### src/hw/akm_pkg.sv
// shared constants and types of the admin keypad menu and lockout block
`default_nettype none
package akm_pkg;
  // ----------------------------------------------------------------
  // timing
  // ----------------------------------------------------------------
  localparam int CLK_HZ = 20_000_000;
  localparam int SEC_MS = 1000;
  localparam int SEC_CYC = CLK_HZ / 1000 * SEC_MS;
  localparam int MIN_SEC = 60;
  localparam int CLICK_GAP_MS = 500;
  localparam int CLICK_GAP_CYC = CLK_HZ / 1000 * CLICK_GAP_MS;
  localparam int SHOW_MS = 1000;
  localparam int SHOW_CYC = CLK_HZ / 1000 * SHOW_MS;
  localparam int FLICK_MS = 50;
  localparam int FLICK_CYC = CLK_HZ / 1000 * FLICK_MS;
  localparam int BLINK_MS = 500;
  localparam int BLINK_CYC = CLK_HZ / 1000 * BLINK_MS;
  // ----------------------------------------------------------------
  // codes, limits and reset values
  // ----------------------------------------------------------------
  localparam logic [3:0] FAIL_LIMIT = 4'ha;
  localparam logic [3:0] FAIL_RST = 4'h0;
  localparam logic [1:0] CLICK_ONE = 2'h1;
  localparam logic [1:0] CLICK_MENU = 2'h3;
  localparam logic [3:0] CODE_TMO_HI = 4'h8;
  localparam logic [3:0] CODE_TMO_LO = 4'h5;
  localparam logic [3:0] CODE_ERASE_HI = 4'h3;
  localparam logic [3:0] CODE_ERASE_LO = 4'h2;
  localparam logic [3:0] DIGIT_MAX = 4'h9;
  localparam logic [1:0] CODE_DIGITS = 2'h2;
  localparam logic [6:0] TMO_RST = 7'h00;
  localparam logic [6:0] TMO_MAX = 7'h63;
  // ----------------------------------------------------------------
  // types
  // ----------------------------------------------------------------
  typedef enum logic [7:0] {
    ST_LOCKED = 8'h01, ST_ADMIN = 8'h02, ST_USER = 8'h04, ST_MENU = 8'h08,
    ST_TMO = 8'h10, ST_ERASE = 8'h20, ST_SHOW = 8'h40, ST_WIPED = 8'h80
  } akm_state_t;
  typedef enum logic [2:0] {
    PAT_OFF, PAT_FLICK_G, PAT_FLICK_GB, PAT_BLINK_G, PAT_ALT_RG,
    PAT_SOLID_R, PAT_SOLID_RG, PAT_SOLID_G
  } akm_pat_t;
  typedef struct packed {logic valid; logic admin; logic match;} akm_pin_res_t;
  typedef struct packed {logic red; logic green; logic blue;} akm_led_t;
  typedef struct packed {logic user_pin; logic admin_pin; logic key; logic data;} akm_erase_t;
endpackage
`default_nettype wire

### src/hw/akm_click.sv
// groups key presses into single, double and triple clicks
`default_nettype none
module akm_click
  import akm_pkg::*;
#(
  parameter int GAP_CYC = CLICK_GAP_CYC
)
(
  input wire logic mclk, // system clock
  input wire logic resetn, // sync reset, active low
  input wire logic key_press, // one-cycle key press
  output logic click_evt, // one-cycle group done
  output logic [1:0] click_cnt // presses in group, saturating
);
  localparam int GW = $clog2(GAP_CYC + 1);
  logic [GW-1:0] gap_reg, gap_next;
  logic [1:0] cnt_reg, cnt_next;
  logic evt_next;
  logic [1:0] out_next;
  always_comb
  begin
    gap_next = gap_reg;
    cnt_next = cnt_reg;
    evt_next = 1'b0;
    out_next = click_cnt;
    if (key_press)
    begin
      gap_next = GW'(GAP_CYC);
      cnt_next = (cnt_reg == 2'h3) ? cnt_reg : cnt_reg + 2'h1;
    end
    else if (gap_reg != '0)
    begin
      gap_next = gap_reg - GW'(1);
      if (gap_reg == GW'(1))
      begin
        evt_next = 1'b1;
        out_next = cnt_reg;
        cnt_next = 2'h0;
      end
    end
  end
  always_ff @(posedge mclk)
  begin
    if (!resetn)
    begin
      gap_reg <= '0;
      cnt_reg <= 2'h0;
      click_evt <= 1'b0;
      click_cnt <= 2'h0;
    end
    else
    begin
      gap_reg <= gap_next;
      cnt_reg <= cnt_next;
      click_evt <= evt_next;
      click_cnt <= out_next;
    end
  end
endmodule
`default_nettype wire

### src/hw/akm_led.sv
// turns a display pattern into red, green and blue drive
`default_nettype none
module akm_led
  import akm_pkg::*;
#(
  parameter int FL_CYC = FLICK_CYC,
  parameter int BL_CYC = BLINK_CYC
)
(
  input wire logic mclk, // system clock
  input wire logic resetn, // sync reset, active low
  input wire akm_pat_t pat, // pattern to show
  output akm_led_t led // led drive, registered
);
  localparam int FW = $clog2(FL_CYC + 1);
  localparam int BW = $clog2(BL_CYC + 1);
  logic [FW-1:0] fdiv_reg, fdiv_next;
  logic [BW-1:0] bdiv_reg, bdiv_next;
  logic fph_reg, fph_next, bph_reg, bph_next;
  akm_led_t led_next;
  always_comb
  begin
    fdiv_next = (fdiv_reg == FW'(FL_CYC - 1)) ? '0 : fdiv_reg + FW'(1);
    bdiv_next = (bdiv_reg == BW'(BL_CYC - 1)) ? '0 : bdiv_reg + BW'(1);
    fph_next = (fdiv_reg == FW'(FL_CYC - 1)) ? !fph_reg : fph_reg;
    bph_next = (bdiv_reg == BW'(BL_CYC - 1)) ? !bph_reg : bph_reg;
    case (pat)
      PAT_FLICK_G: led_next = '{1'b0, fph_reg, 1'b0};
      PAT_FLICK_GB: led_next = '{1'b0, fph_reg, fph_reg};
      PAT_BLINK_G: led_next = '{1'b0, bph_reg, 1'b0};
      PAT_ALT_RG: led_next = '{bph_reg, !bph_reg, 1'b0};
      PAT_SOLID_R: led_next = '{1'b1, 1'b0, 1'b0};
      PAT_SOLID_RG: led_next = '{1'b1, 1'b1, 1'b0};
      PAT_SOLID_G: led_next = '{1'b0, 1'b1, 1'b0};
      default: led_next = '{1'b0, 1'b0, 1'b0};
    endcase
  end
  always_ff @(posedge mclk)
  begin
    if (!resetn)
    begin
      fdiv_reg <= '0;
      bdiv_reg <= '0;
      fph_reg <= 1'b0;
      bph_reg <= 1'b0;
      led <= '{1'b0, 1'b0, 1'b0};
    end
    else
    begin
      fdiv_reg <= fdiv_next;
      bdiv_reg <= bdiv_next;
      fph_reg <= fph_next;
      bph_reg <= bph_next;
      led <= led_next;
    end
  end
endmodule
`default_nettype wire

### src/hw/akm_top.sv
// admin keypad menu, idle auto-lock and brute-force lockout controller
//
// Function
// - admin unlock shows flickering green
// - triple key click opens admin menu
// - code 85 plus click enters timeout entry
// - timeout entry takes 0 to 99 minutes
// - click stores timeout, red, then flicker green
// - timeout value 0 disables idle lock
// - disable confirmed shows red then flicker green
// - code 32 plus click enters erase confirmation
// - admin PIN in confirmation erases data only
// - erase done shows red+green then flicker green
// - admin unlock deletes user PIN
// - ten user misses, both PINs: drop user
// - ten admin misses wipe everything
// - user-only ten misses wipe everything
// - admin-only ten misses wipe everything
// - wipe makes new key, needs new PIN
// - idle for set minutes locks drive
// - admin timeout overrides user timeout
`default_nettype none
module akm_top
  import akm_pkg::*;
#(
  parameter int SEC_CYCLES = SEC_CYC,
  parameter int GAP_CYCLES = CLICK_GAP_CYC,
  parameter int SHOW_CYCLES = SHOW_CYC,
  parameter int FLICK_CYCLES = FLICK_CYC,
  parameter int BLINK_CYCLES = BLINK_CYC
)
(
  input wire logic mclk, // system clock, 20 MHz
  input wire logic resetn, // sync reset, active low
  input wire logic key_press, // one-cycle key button press
  input wire logic digit_valid, // one-cycle digit press
  input wire logic [3:0] digit, // digit value 0..9
  input wire akm_pin_res_t pin_res, // pin compare result
  input wire logic admin_pin_set, // admin pin exists
  input wire logic user_pin_set, // user pin exists
  input wire logic [6:0] user_tmo, // user timeout minutes
  input wire logic host_activity, // one-cycle host access
  input wire logic pin_created, // one-cycle new pin made
  output akm_led_t led, // led drive
  output akm_erase_t erase_cmd, // one-cycle delete commands
  output logic gen_key, // one-cycle new key request
  output logic lock_drive, // one-cycle idle lock
  output logic need_new_pin, // wiped, waiting for pin
  output logic admin_unlocked, // admin session open
  output logic [6:0] tmo_minutes // effective timeout
);
  // ----------------------------------------------------------------
  // click grouping
  // ----------------------------------------------------------------
  logic click_evt;
  logic [1:0] click_cnt;
  akm_click #(.GAP_CYC(GAP_CYCLES)) u_click (
    .mclk(mclk),
    .resetn(resetn),
    .key_press(key_press),
    .click_evt(click_evt),
    .click_cnt(click_cnt)
  );
  // ----------------------------------------------------------------
  // control state
  // ----------------------------------------------------------------
  localparam int SW = $clog2(SHOW_CYCLES + 1);
  akm_state_t state_reg, state_next;
  logic [3:0] d0_reg, d0_next, d1_reg, d1_next;
  logic [1:0] nd_reg, nd_next;
  logic [6:0] acc_reg, acc_next;
  logic [1:0] nacc_reg, nacc_next;
  logic [6:0] admin_tmo_reg, admin_tmo_next;
  logic admin_tmo_set_reg, admin_tmo_set_next;
  logic [3:0] afail_reg, afail_next, ufail_reg, ufail_next;
  akm_pat_t show_pat_reg, show_pat_next;
  logic [SW-1:0] show_reg, show_next;
  akm_erase_t erase_next;
  logic gen_key_next, lock_next;
  logic tmo_hit;
  logic unlocked;
  logic one_click;
  assign one_click = click_evt && (click_cnt == CLICK_ONE);
  assign unlocked = !(state_reg inside {ST_LOCKED, ST_WIPED});
  always_comb
  begin
    state_next = state_reg;
    d0_next = d0_reg;
    d1_next = d1_reg;
    nd_next = nd_reg;
    acc_next = acc_reg;
    nacc_next = nacc_reg;
    admin_tmo_next = admin_tmo_reg;
    admin_tmo_set_next = admin_tmo_set_reg;
    afail_next = afail_reg;
    ufail_next = ufail_reg;
    show_pat_next = show_pat_reg;
    show_next = show_reg;
    erase_next = '{1'b0, 1'b0, 1'b0, 1'b0};
    gen_key_next = 1'b0;
    lock_next = 1'b0;
    case (state_reg)
      ST_LOCKED:
      begin
        if (pin_res.valid && pin_res.admin)
        begin
          if (pin_res.match)
          begin
            state_next = ST_ADMIN;
            erase_next.user_pin = 1'b1;
            afail_next = FAIL_RST;
          end
          else if (afail_reg == FAIL_LIMIT - 4'h1)
          begin
            erase_next = '{1'b1, 1'b1, 1'b1, 1'b1};
            gen_key_next = 1'b1;
            state_next = ST_WIPED;
            afail_next = FAIL_RST;
            ufail_next = FAIL_RST;
          end
          else
            afail_next = afail_reg + 4'h1;
        end
        else if (pin_res.valid)
        begin
          if (pin_res.match)
          begin
            state_next = ST_USER;
            ufail_next = FAIL_RST;
          end
          else if (ufail_reg == FAIL_LIMIT - 4'h1)
          begin
            ufail_next = FAIL_RST;
            if (admin_pin_set)
              erase_next.user_pin = 1'b1;
            else
            begin
              erase_next = '{1'b1, 1'b1, 1'b1, 1'b1};
              gen_key_next = 1'b1;
              state_next = ST_WIPED;
              afail_next = FAIL_RST;
            end
          end
          else
            ufail_next = ufail_reg + 4'h1;
        end
      end
      ST_ADMIN:
      begin
        if (click_evt && (click_cnt == CLICK_MENU))
        begin
          state_next = ST_MENU;
          nd_next = 2'h0;
        end
      end
      ST_MENU:
      begin
        if (digit_valid)
        begin
          d1_next = d0_reg;
          d0_next = digit;
          nd_next = (nd_reg == CODE_DIGITS) ? nd_reg : nd_reg + 2'h1;
        end
        if (click_evt)
        begin
          state_next = ST_ADMIN;
          if (one_click && (nd_reg == CODE_DIGITS))
          begin
            if ((d1_reg == CODE_TMO_HI) && (d0_reg == CODE_TMO_LO))
            begin
              state_next = ST_TMO;
              acc_next = TMO_RST;
              nacc_next = 2'h0;
            end
            else if ((d1_reg == CODE_ERASE_HI) && (d0_reg == CODE_ERASE_LO))
              state_next = ST_ERASE;
          end
        end
      end
      ST_TMO:
      begin
        if (digit_valid && (digit <= DIGIT_MAX) && (nacc_reg != CODE_DIGITS))
        begin
          acc_next = 7'(acc_reg * 7'h0a + {3'h0, digit});
          nacc_next = nacc_reg + 2'h1;
        end
        if (one_click)
        begin
          admin_tmo_next = acc_reg;
          admin_tmo_set_next = 1'b1;
          show_pat_next = PAT_SOLID_R;
          show_next = '0;
          state_next = ST_SHOW;
        end
        else if (click_evt)
          state_next = ST_ADMIN;
      end
      ST_ERASE:
      begin
        if (pin_res.valid && pin_res.admin && pin_res.match)
        begin
          erase_next.data = 1'b1;
          show_pat_next = PAT_SOLID_RG;
          show_next = '0;
          state_next = ST_SHOW;
        end
        else if (pin_res.valid || (click_evt && !one_click))
          state_next = ST_ADMIN;
      end
      ST_SHOW:
      begin
        show_next = show_reg + SW'(1);
        if (show_reg == SW'(SHOW_CYCLES - 1))
          state_next = ST_ADMIN;
      end
      ST_WIPED:
      begin
        if (pin_created)
          state_next = ST_LOCKED;
      end
      ST_USER:
        state_next = ST_USER;
      default:
        state_next = ST_LOCKED;
    endcase
    if (tmo_hit)
    begin
      state_next = ST_LOCKED;
      lock_next = 1'b1;
    end
  end
  always_ff @(posedge mclk)
  begin
    if (!resetn)
    begin
      state_reg <= ST_LOCKED;
      d0_reg <= 4'h0;
      d1_reg <= 4'h0;
      nd_reg <= 2'h0;
      acc_reg <= TMO_RST;
      nacc_reg <= 2'h0;
      admin_tmo_reg <= TMO_RST;
      admin_tmo_set_reg <= 1'b0;
      afail_reg <= FAIL_RST;
      ufail_reg <= FAIL_RST;
      show_pat_reg <= PAT_SOLID_R;
      show_reg <= '0;
      erase_cmd <= '{1'b0, 1'b0, 1'b0, 1'b0};
      gen_key <= 1'b0;
      lock_drive <= 1'b0;
    end
    else
    begin
      state_reg <= state_next;
      d0_reg <= d0_next;
      d1_reg <= d1_next;
      nd_reg <= nd_next;
      acc_reg <= acc_next;
      nacc_reg <= nacc_next;
      admin_tmo_reg <= admin_tmo_next;
      admin_tmo_set_reg <= admin_tmo_set_next;
      afail_reg <= afail_next;
      ufail_reg <= ufail_next;
      show_pat_reg <= show_pat_next;
      show_reg <= show_next;
      erase_cmd <= erase_next;
      gen_key <= gen_key_next;
      lock_drive <= lock_next;
    end
  end
  // ----------------------------------------------------------------
  // idle timer
  // ----------------------------------------------------------------
  localparam int CW = $clog2(SEC_CYCLES + 1);
  logic [CW-1:0] sec_reg, sec_next;
  logic [5:0] secs_reg, secs_next;
  logic [6:0] min_reg, min_next;
  logic [6:0] tmo_next;
  logic activity;
  assign activity = host_activity || key_press || digit_valid;
  assign tmo_hit = unlocked && (tmo_minutes != 7'h00) && (min_reg >= tmo_minutes);
  always_comb
  begin
    tmo_next = admin_tmo_set_reg ? admin_tmo_reg : user_tmo;
    if (tmo_next > TMO_MAX)
      tmo_next = TMO_MAX;
    sec_next = sec_reg + CW'(1);
    secs_next = secs_reg;
    min_next = min_reg;
    if (!unlocked || activity || tmo_hit)
    begin
      sec_next = '0;
      secs_next = 6'h00;
      min_next = 7'h00;
    end
    else if (sec_reg == CW'(SEC_CYCLES - 1))
    begin
      sec_next = '0;
      secs_next = secs_reg + 6'h01;
      if (secs_reg == 6'(MIN_SEC - 1))
      begin
        secs_next = 6'h00;
        min_next = (min_reg == 7'h7f) ? min_reg : min_reg + 7'h01;
      end
    end
  end
  always_ff @(posedge mclk)
  begin
    if (!resetn)
    begin
      sec_reg <= '0;
      secs_reg <= 6'h00;
      min_reg <= 7'h00;
      tmo_minutes <= TMO_RST;
    end
    else
    begin
      sec_reg <= sec_next;
      secs_reg <= secs_next;
      min_reg <= min_next;
      tmo_minutes <= tmo_next;
    end
  end
  // ----------------------------------------------------------------
  // display and status
  // ----------------------------------------------------------------
  akm_pat_t pat;
  always_comb
  begin
    case (state_reg)
      ST_ADMIN: pat = PAT_FLICK_G;
      ST_USER: pat = PAT_SOLID_G;
      ST_MENU: pat = PAT_FLICK_GB;
      ST_TMO: pat = PAT_BLINK_G;
      ST_ERASE: pat = PAT_ALT_RG;
      ST_SHOW: pat = show_pat_reg;
      ST_WIPED: pat = PAT_SOLID_R;
      default: pat = PAT_OFF;
    endcase
  end
  akm_led #(.FL_CYC(FLICK_CYCLES), .BL_CYC(BLINK_CYCLES)) u_led (
    .mclk(mclk),
    .resetn(resetn),
    .pat(pat),
    .led(led)
  );
  assign need_new_pin = (state_reg == ST_WIPED);
  assign admin_unlocked = state_reg inside {ST_ADMIN, ST_MENU, ST_TMO, ST_ERASE, ST_SHOW};
endmodule
`default_nettype wire

### config.mk
export PLATFORM = sky130hd
export DESIGN_NAME = akm_top
export DESIGN_NICKNAME = d
export VERILOG_FILES = /design/src/hw/akm_pkg.sv /design/src/hw/akm_click.sv /design/src/hw/akm_led.sv /design/src/hw/akm_top.sv
export SDC_FILE = /design/constraint.sdc
export NUM_CORES = 1
export LEC_CHECK = 0
export ABC_AREA = 1
export BUFFER_PORTS_ARGS = -buffer_cell sky130_fd_sc_hd__buf_2
export CAP_MARGIN = 20
export CELL_PAD_IN_SITES_DETAIL_PLACEMENT = 2
export CELL_PAD_IN_SITES_GLOBAL_PLACEMENT = 2
export CORE_MARGIN = 5
export CORE_UTILIZATION = 38
export CTS_CLUSTER_SIZE = 16
export DETAILED_ROUTE_END_ITERATION = 10
export PLACE_DENSITY = 0.95
export REMOVE_ABC_BUFFERS = 1
export SLEW_MARGIN = 20
export SYNTH_ARGS = -nofsm -noshare
export SYNTH_HDL_FRONTEND = slang
export SYNTH_SLANG_ARGS = --single-unit
### constraint.sdc
create_clock -name mclk -period 4.65 [get_ports mclk]
set_input_delay 0.93 -clock mclk [delete_from_list [all_inputs] [get_ports mclk]]
set_output_delay 0.93 -clock mclk [all_outputs]
set_load 0.02 [all_outputs]
# Word-level counts from Yosys, hierarchy flattened
# Cells that the tools add are included.
# totals
wordCells,247
ff_bits,200
inputBits,22
output_inout_bits,18
# classes
bitwise,4
n_reduce_logical,54
n_eq_ne,55
magnitude_cmp,3
muxes,82
multipliers,1
add_sub_neg,13
# ops
op,n
two-way mux 8 bit,15
one-hot mux 25 bit (3 select lines),1
two-way mux 4 bit,18
one-hot mux 8 bit (8 select lines),1
"adder 25 x 1 -> 25 bit, second input constant",2
"equality test 25 bit, second input constant",2
two-way mux 25 bit,2
two-way mux 24 bit,2
two-way mux 7 bit,6
one-hot mux 3 bit (7 select lines),2
"!= test 2 bit, second input constant",13
"adder 24 x 1 -> 24 bit, second input constant",1
"equality test 24 x 1 -> 1 bit, second input constant",1
"equality test 24 bit, second input constant",1
two-way mux 6 bit,4
nonzero test 24 bit,1
"subtractor 24 x 1 -> 24 bit, second input constant",1
two-way mux 2 bit,11
"adder 20 x 1 -> 20 bit, second input constant",1
"equality test 20 bit, second input constant",1
nonzero test 2 bit,8
AND reduction 3 bit,5
one-hot mux 7 bit (2 select lines),1
"equality test 3 bit, second input constant",4
other kinds (49),108

# Depth between registers and ports, before layout
# logic_depth
word_depth,8
depth_mapped,12
depth_no_buf,12

# Hierarchy
# A second synthesis with hierarchy kept.
# unflattened
hier_cells,1589
area_unflattened_um2,10941.7
# by_module_without_submodules
module,area_per_inst_um2,instances,seq_area_each_um2,cells_each
akm_top,6827.8,1,2382.3,996
akm_led,2453.6,1,980.9,357
akm_click,1660.3,1,580.6,236

# Worst setup path after synthesis
# OpenSTA, ideal clock, no wires.
# synth_path
kind,flip-flop to output port
from,reg state_reg[0]
to,out admin_unlocked
slack_ns,2.593
t_required_ns,3.720
path_buffers,1
t_arrival_ns,1.127
path_stages_with_launch,7
cell_sequence,dfxtp_1 nor2_2 nand2_2 nor2_1 buf_4 nor2_1 nand2_1
# synth_via
elab_chain_len,2
elab_cells_between_ends,6
classes_between,eq/ne (5); reduce/logical (1)
# synth_rtl
element,line,source
from (decl),akm_top.sv:68,"akm_state_t state_reg, state_next;"
from (signal assigned),akm_top.sv:254,state_reg <= state_next;
equality test 8 x 2 -> 1 bit (tied with other cells),akm_top.sv:348,"assign admin_unlocked = state_reg inside {ST_ADMIN, ST_MENU, ST_TMO, ST_ERASE, ST_SHOW};"
nonzero test 5 bit (*),akm_top.sv:348,
to (decl),akm_top.sv:49,"output logic admin_unlocked,"
# Mark *: on every way between the ends. The rest lies on a longest branch, timed or not.

# Worst setup path after layout
# Same ends and word-level chain as after synthesis.

==> summary.md <==
Dividing the detail-routed wire length by the instance count gives 24.7 µm. At the pin with the least slew margin, the transition time is 0.871 ns. The final period demand of the worst path works out to 3.20 ns. Across the run, the number of max-cap violations was 0.

The share of final-layout standard cells stronger than drive strength 1 works out to 0.0890. The Yosys step of the flow raised 0 warnings. The worst-path maximum fanout is 5.

Final worst setup slack: 1.45 ns. The cell count after synthesis came out at 1553. Registers take 3940 µm². In this run the static leakage power is 4.54 nW. Dividing the detail-routed via count by the number of cells gives 5.83.

Net count reported at finish: 1634. The detail route stage leaves a number of antenna-violating nets equal to 0. The total setup buffers inserted after CTS was 0; the number of clock buffers inserted by TritonCTS was 17. The most instantiated flip-flop cell in the synthesis netlist is sky130_fd_sc_hd__dfxtp_1. In this run the standard cell core region covers 27800 µm². TritonCTS built the clock tree. The DRC violation count after routing came out at 0. The tools report the number of global-route vias before repair as 13100. The H-tree generated during clock tree synthesis spans 4 levels. The most frequent cell on the critical path is sky130_fd_sc_hd__nand2_1. The first global-routing pass estimated 76700 µm of wire. Max-slew violation count: 0. Largest stage delay on the critical path: 0.43 ns.

Endpoint class of the critical path: an output pin. Entering global routing, the biggest net connects 50 pins. For the count of distinct cell types in the synthesized netlist, the log shows 47. Overall power consumption after layout is estimated at 4.09 mW.

The final weighted congestion in routability-driven placement is 0.827. The relative slew slack is 0.419, and the post-cts hold buffer count is 0. The count of buffers from port buffering came out at 38.

Clock-pin slew was measured on the worst setup and hold paths at 0.08 ns. Number of placed I/O pins: 40. The tightest min-delay check is of the flip-flop to flip-flop type.

The power density normalized to cell area works out to 347 nW/µm². The post-detailed-routing wire length is 48700 µm, and the share of the clock period used by the worst path after layout is 0.688. The register bit total from synthesis works out to 197.

The tools report the sequential cell area fraction in the yosys report as 0.369. Counting along the longest clock path gives a buffer depth of 2. Setup violations remaining at the end of the flow were counted as 0. The cell depth of the worst flop-to-flop path came out at 10. For the netlist area before placement, the log shows 10700 µm². In this run the mean area of a mapped cell was 6.88 µm². The share of synthesized flip-flops with an asynchronous set or reset works out to 0.

The horizontal die dimension came out at 178 µm. The run finished with clean final reports. The run gives 31600 µm² as the die area. The worst setup path is launched from a flip-flop.

Counting both buffers and inverters, the worst setup path holds a total of 2. The post-cts gate resize count came out at 0. In this run, synthesis inferred 0 flip-flops with an integrated enable.

In this run the core area contains 61 standard-cell rows. The accumulated negative setup slack came out at 0 ns. The filler cell count is 3320, and the total cell area at the placement stage is 11200 µm². The die is 178 µm tall. The count of cells along the worst hold path is 1, and the cell depth of the worst setup path is 8. The remaining global-route overflow is 0, and the summed area of non-filler cells in the final layout is 11800 µm².

For the total routing usage reported by global routing, the log shows 0.312. The highest-delay cell along the critical path was sky130_fd_sc_hd__dfxtp_1. The core utilization of the finished layout came out at 0.424.

Data on the critical path is required at its endpoint by 3.72 ns. The multi-input combinational cells in the finished layout cover a total of 5850 µm². The antenna diode count came out at 0. The signal on the critical path passes through nor2_2 > nand2_2 > inv_2 > nand2_1 > nand2_1 > nor2_1 > nand2_1 > buf_2.

The number of clock sinks seen by CTS is 197. The root buffer cell chosen for the clock tree is sky130_fd_sc_hd__clkbuf_16. The critical path arrival was 2.27 ns. The cell family contributing the most delay on the critical path is simple AND/OR/NAND/NOR gates.

Setup repair after global routing left no endpoint under its margin. For the number of antenna violations at the first check in global routing, the log shows 6. IR analysis of the VDD net gives a maximum drop of 0.232 mV. At the placement stage, the worst setup path has a slack of 1.80 ns.

The routed layout has 11500 vias. Maximum clock frequency: 0.312 GHz. The initial DRC count was 723; the clock network latency to the later pin of the worst-skew pair was 0.47 ns. Relative to the synthesized area, the layout overhead comes to 10.3%. Detailed placement finished with a half-perimeter wire length of 29900 µm. Worst clock skew: 0.0150 ns. By startpoint and endpoint, the worst setup path is classified as flip-flop to output pin. The final-report hold violation count was 0; the starting utilization of the core area was 0.384. The first TritonRoute pass finished after 5 iterations.
-- layout make-up --
type                       count  area share
inverter                     187      0.0598
tap                          378      0.0402
clock inverter                14      0.0134
multi-input combinational   1140       0.497
sequential                   197       0.335
clock buffer                  18      0.0373
timing repair buffer          40      0.0174
-- cell families after synthesis --
| kind of cell | after synthesis | share of synthesized area |
|---|---|---|
| buffers and inverters | 216 | 0.0828 |
| adder cells (fa/ha/maj) | 29 | 0.0354 |
| XOR/XNOR | 67 | 0.0550 |
| flip-flops | 197 | 0.369 |
| AO/OA/AOI/OAI | 179 | 0.0905 |
| multiplexers | 3 | 0.00281 |
| AND/OR/NAND/NOR | 862 | 0.364 |
-- placed cells by master, fill, tap and decap left out, types with 6 or more instances in the layout --
master,n
sky130_fd_sc_hd__o21ai_0,48
sky130_fd_sc_hd__a21oi_2,6
sky130_fd_sc_hd__or2_2,16
sky130_fd_sc_hd__clkbuf_16,17
sky130_fd_sc_hd__nand2_1,306
sky130_fd_sc_hd__xnor2_1,22
sky130_fd_sc_hd__nor3_1,58
sky130_fd_sc_hd__inv_1,176
sky130_fd_sc_hd__nor2_1,257
sky130_fd_sc_hd__nor2_2,12
sky130_fd_sc_hd__a21oi_1,99
sky130_fd_sc_hd__inv_2,10
sky130_fd_sc_hd__a31oi_1,6
sky130_fd_sc_hd__xor2_1,45
sky130_fd_sc_hd__buf_2,38
sky130_fd_sc_hd__nand3_1,112
sky130_fd_sc_hd__nand2_2,9
sky130_fd_sc_hd__ha_1,27
sky130_fd_sc_hd__nor4_1,11
sky130_fd_sc_hd__nand4_1,46
sky130_fd_sc_hd__o21ai_1,6
sky130_fd_sc_hd__nand3b_1,13
sky130_fd_sc_hd__dfxtp_1,197
-- cell usage after synthesis (all sizes together) (2+ instances only) --
cell	instances	area (µm²)
nor2	274	1100
nor3b	4	35.0
dfxtp	197	3940
nand2	317	1230
a21oi	105	548
ha	27	338
nor4	12	90.1
clkbuf	12	45.0
a211oi	4	35.0
nand3b	13	97.6
nor3	60	310
xor2	45	394
o21bai	2	15.0
o21a	5	37.5
mux2i	3	30.0
inv	187	704
xnor2	22	193
nand4	48	330
or2	19	119
fa	2	40.0
a31oi	6	37.5
buf	17	135
o21ai	55	279
nand3	113	571
-- metrics by stage --
step                cells  hold slack (ns)
CTS                  1974            0.476
finish               1974            0.472
detailed placement   1942            0.456
global route         1974            0.501
floorplan            1524            0.418
global placement     1942            0.428
-- power by group --
part	internal (mW)	switching (mW)
Clock	0.785	0.828
Sequential	1.74	0.0644
Combinational	0.175	0.497
-- metal layers --
metal / wire, µm / GRT usage / vias to the layer above
met5: 39 / 0 / -
met4: 2840 / 0.173 / 10
met3: 2030 / 0.0556 / 214
met2: 25000 / 0.575 / 409
met1: 18900 / 0.337 / 5770
li1: - / - / 5100
-- path summary, 6_finish.rpt --
| path | from | to | slack, ns |
|---|---|---|---|
| max | state_reg[0]$_SDFFE_PP1P_ | admin_unlocked | 1.45 |
| min | sec_reg[0]$_SDFF_PP0_ | sec_reg[0]$_SDFF_PP0_ | 0.47 |
| max reg2reg | state_reg[0]$_SDFFE_PP1P_ | show_reg[11]$_SDFFE_PN0P_ | 1.85 |
| min reg2reg | sec_reg[0]$_SDFF_PP0_ | sec_reg[0]$_SDFF_PP0_ | 0.47 |
Power figures use the tool's default switching activity.
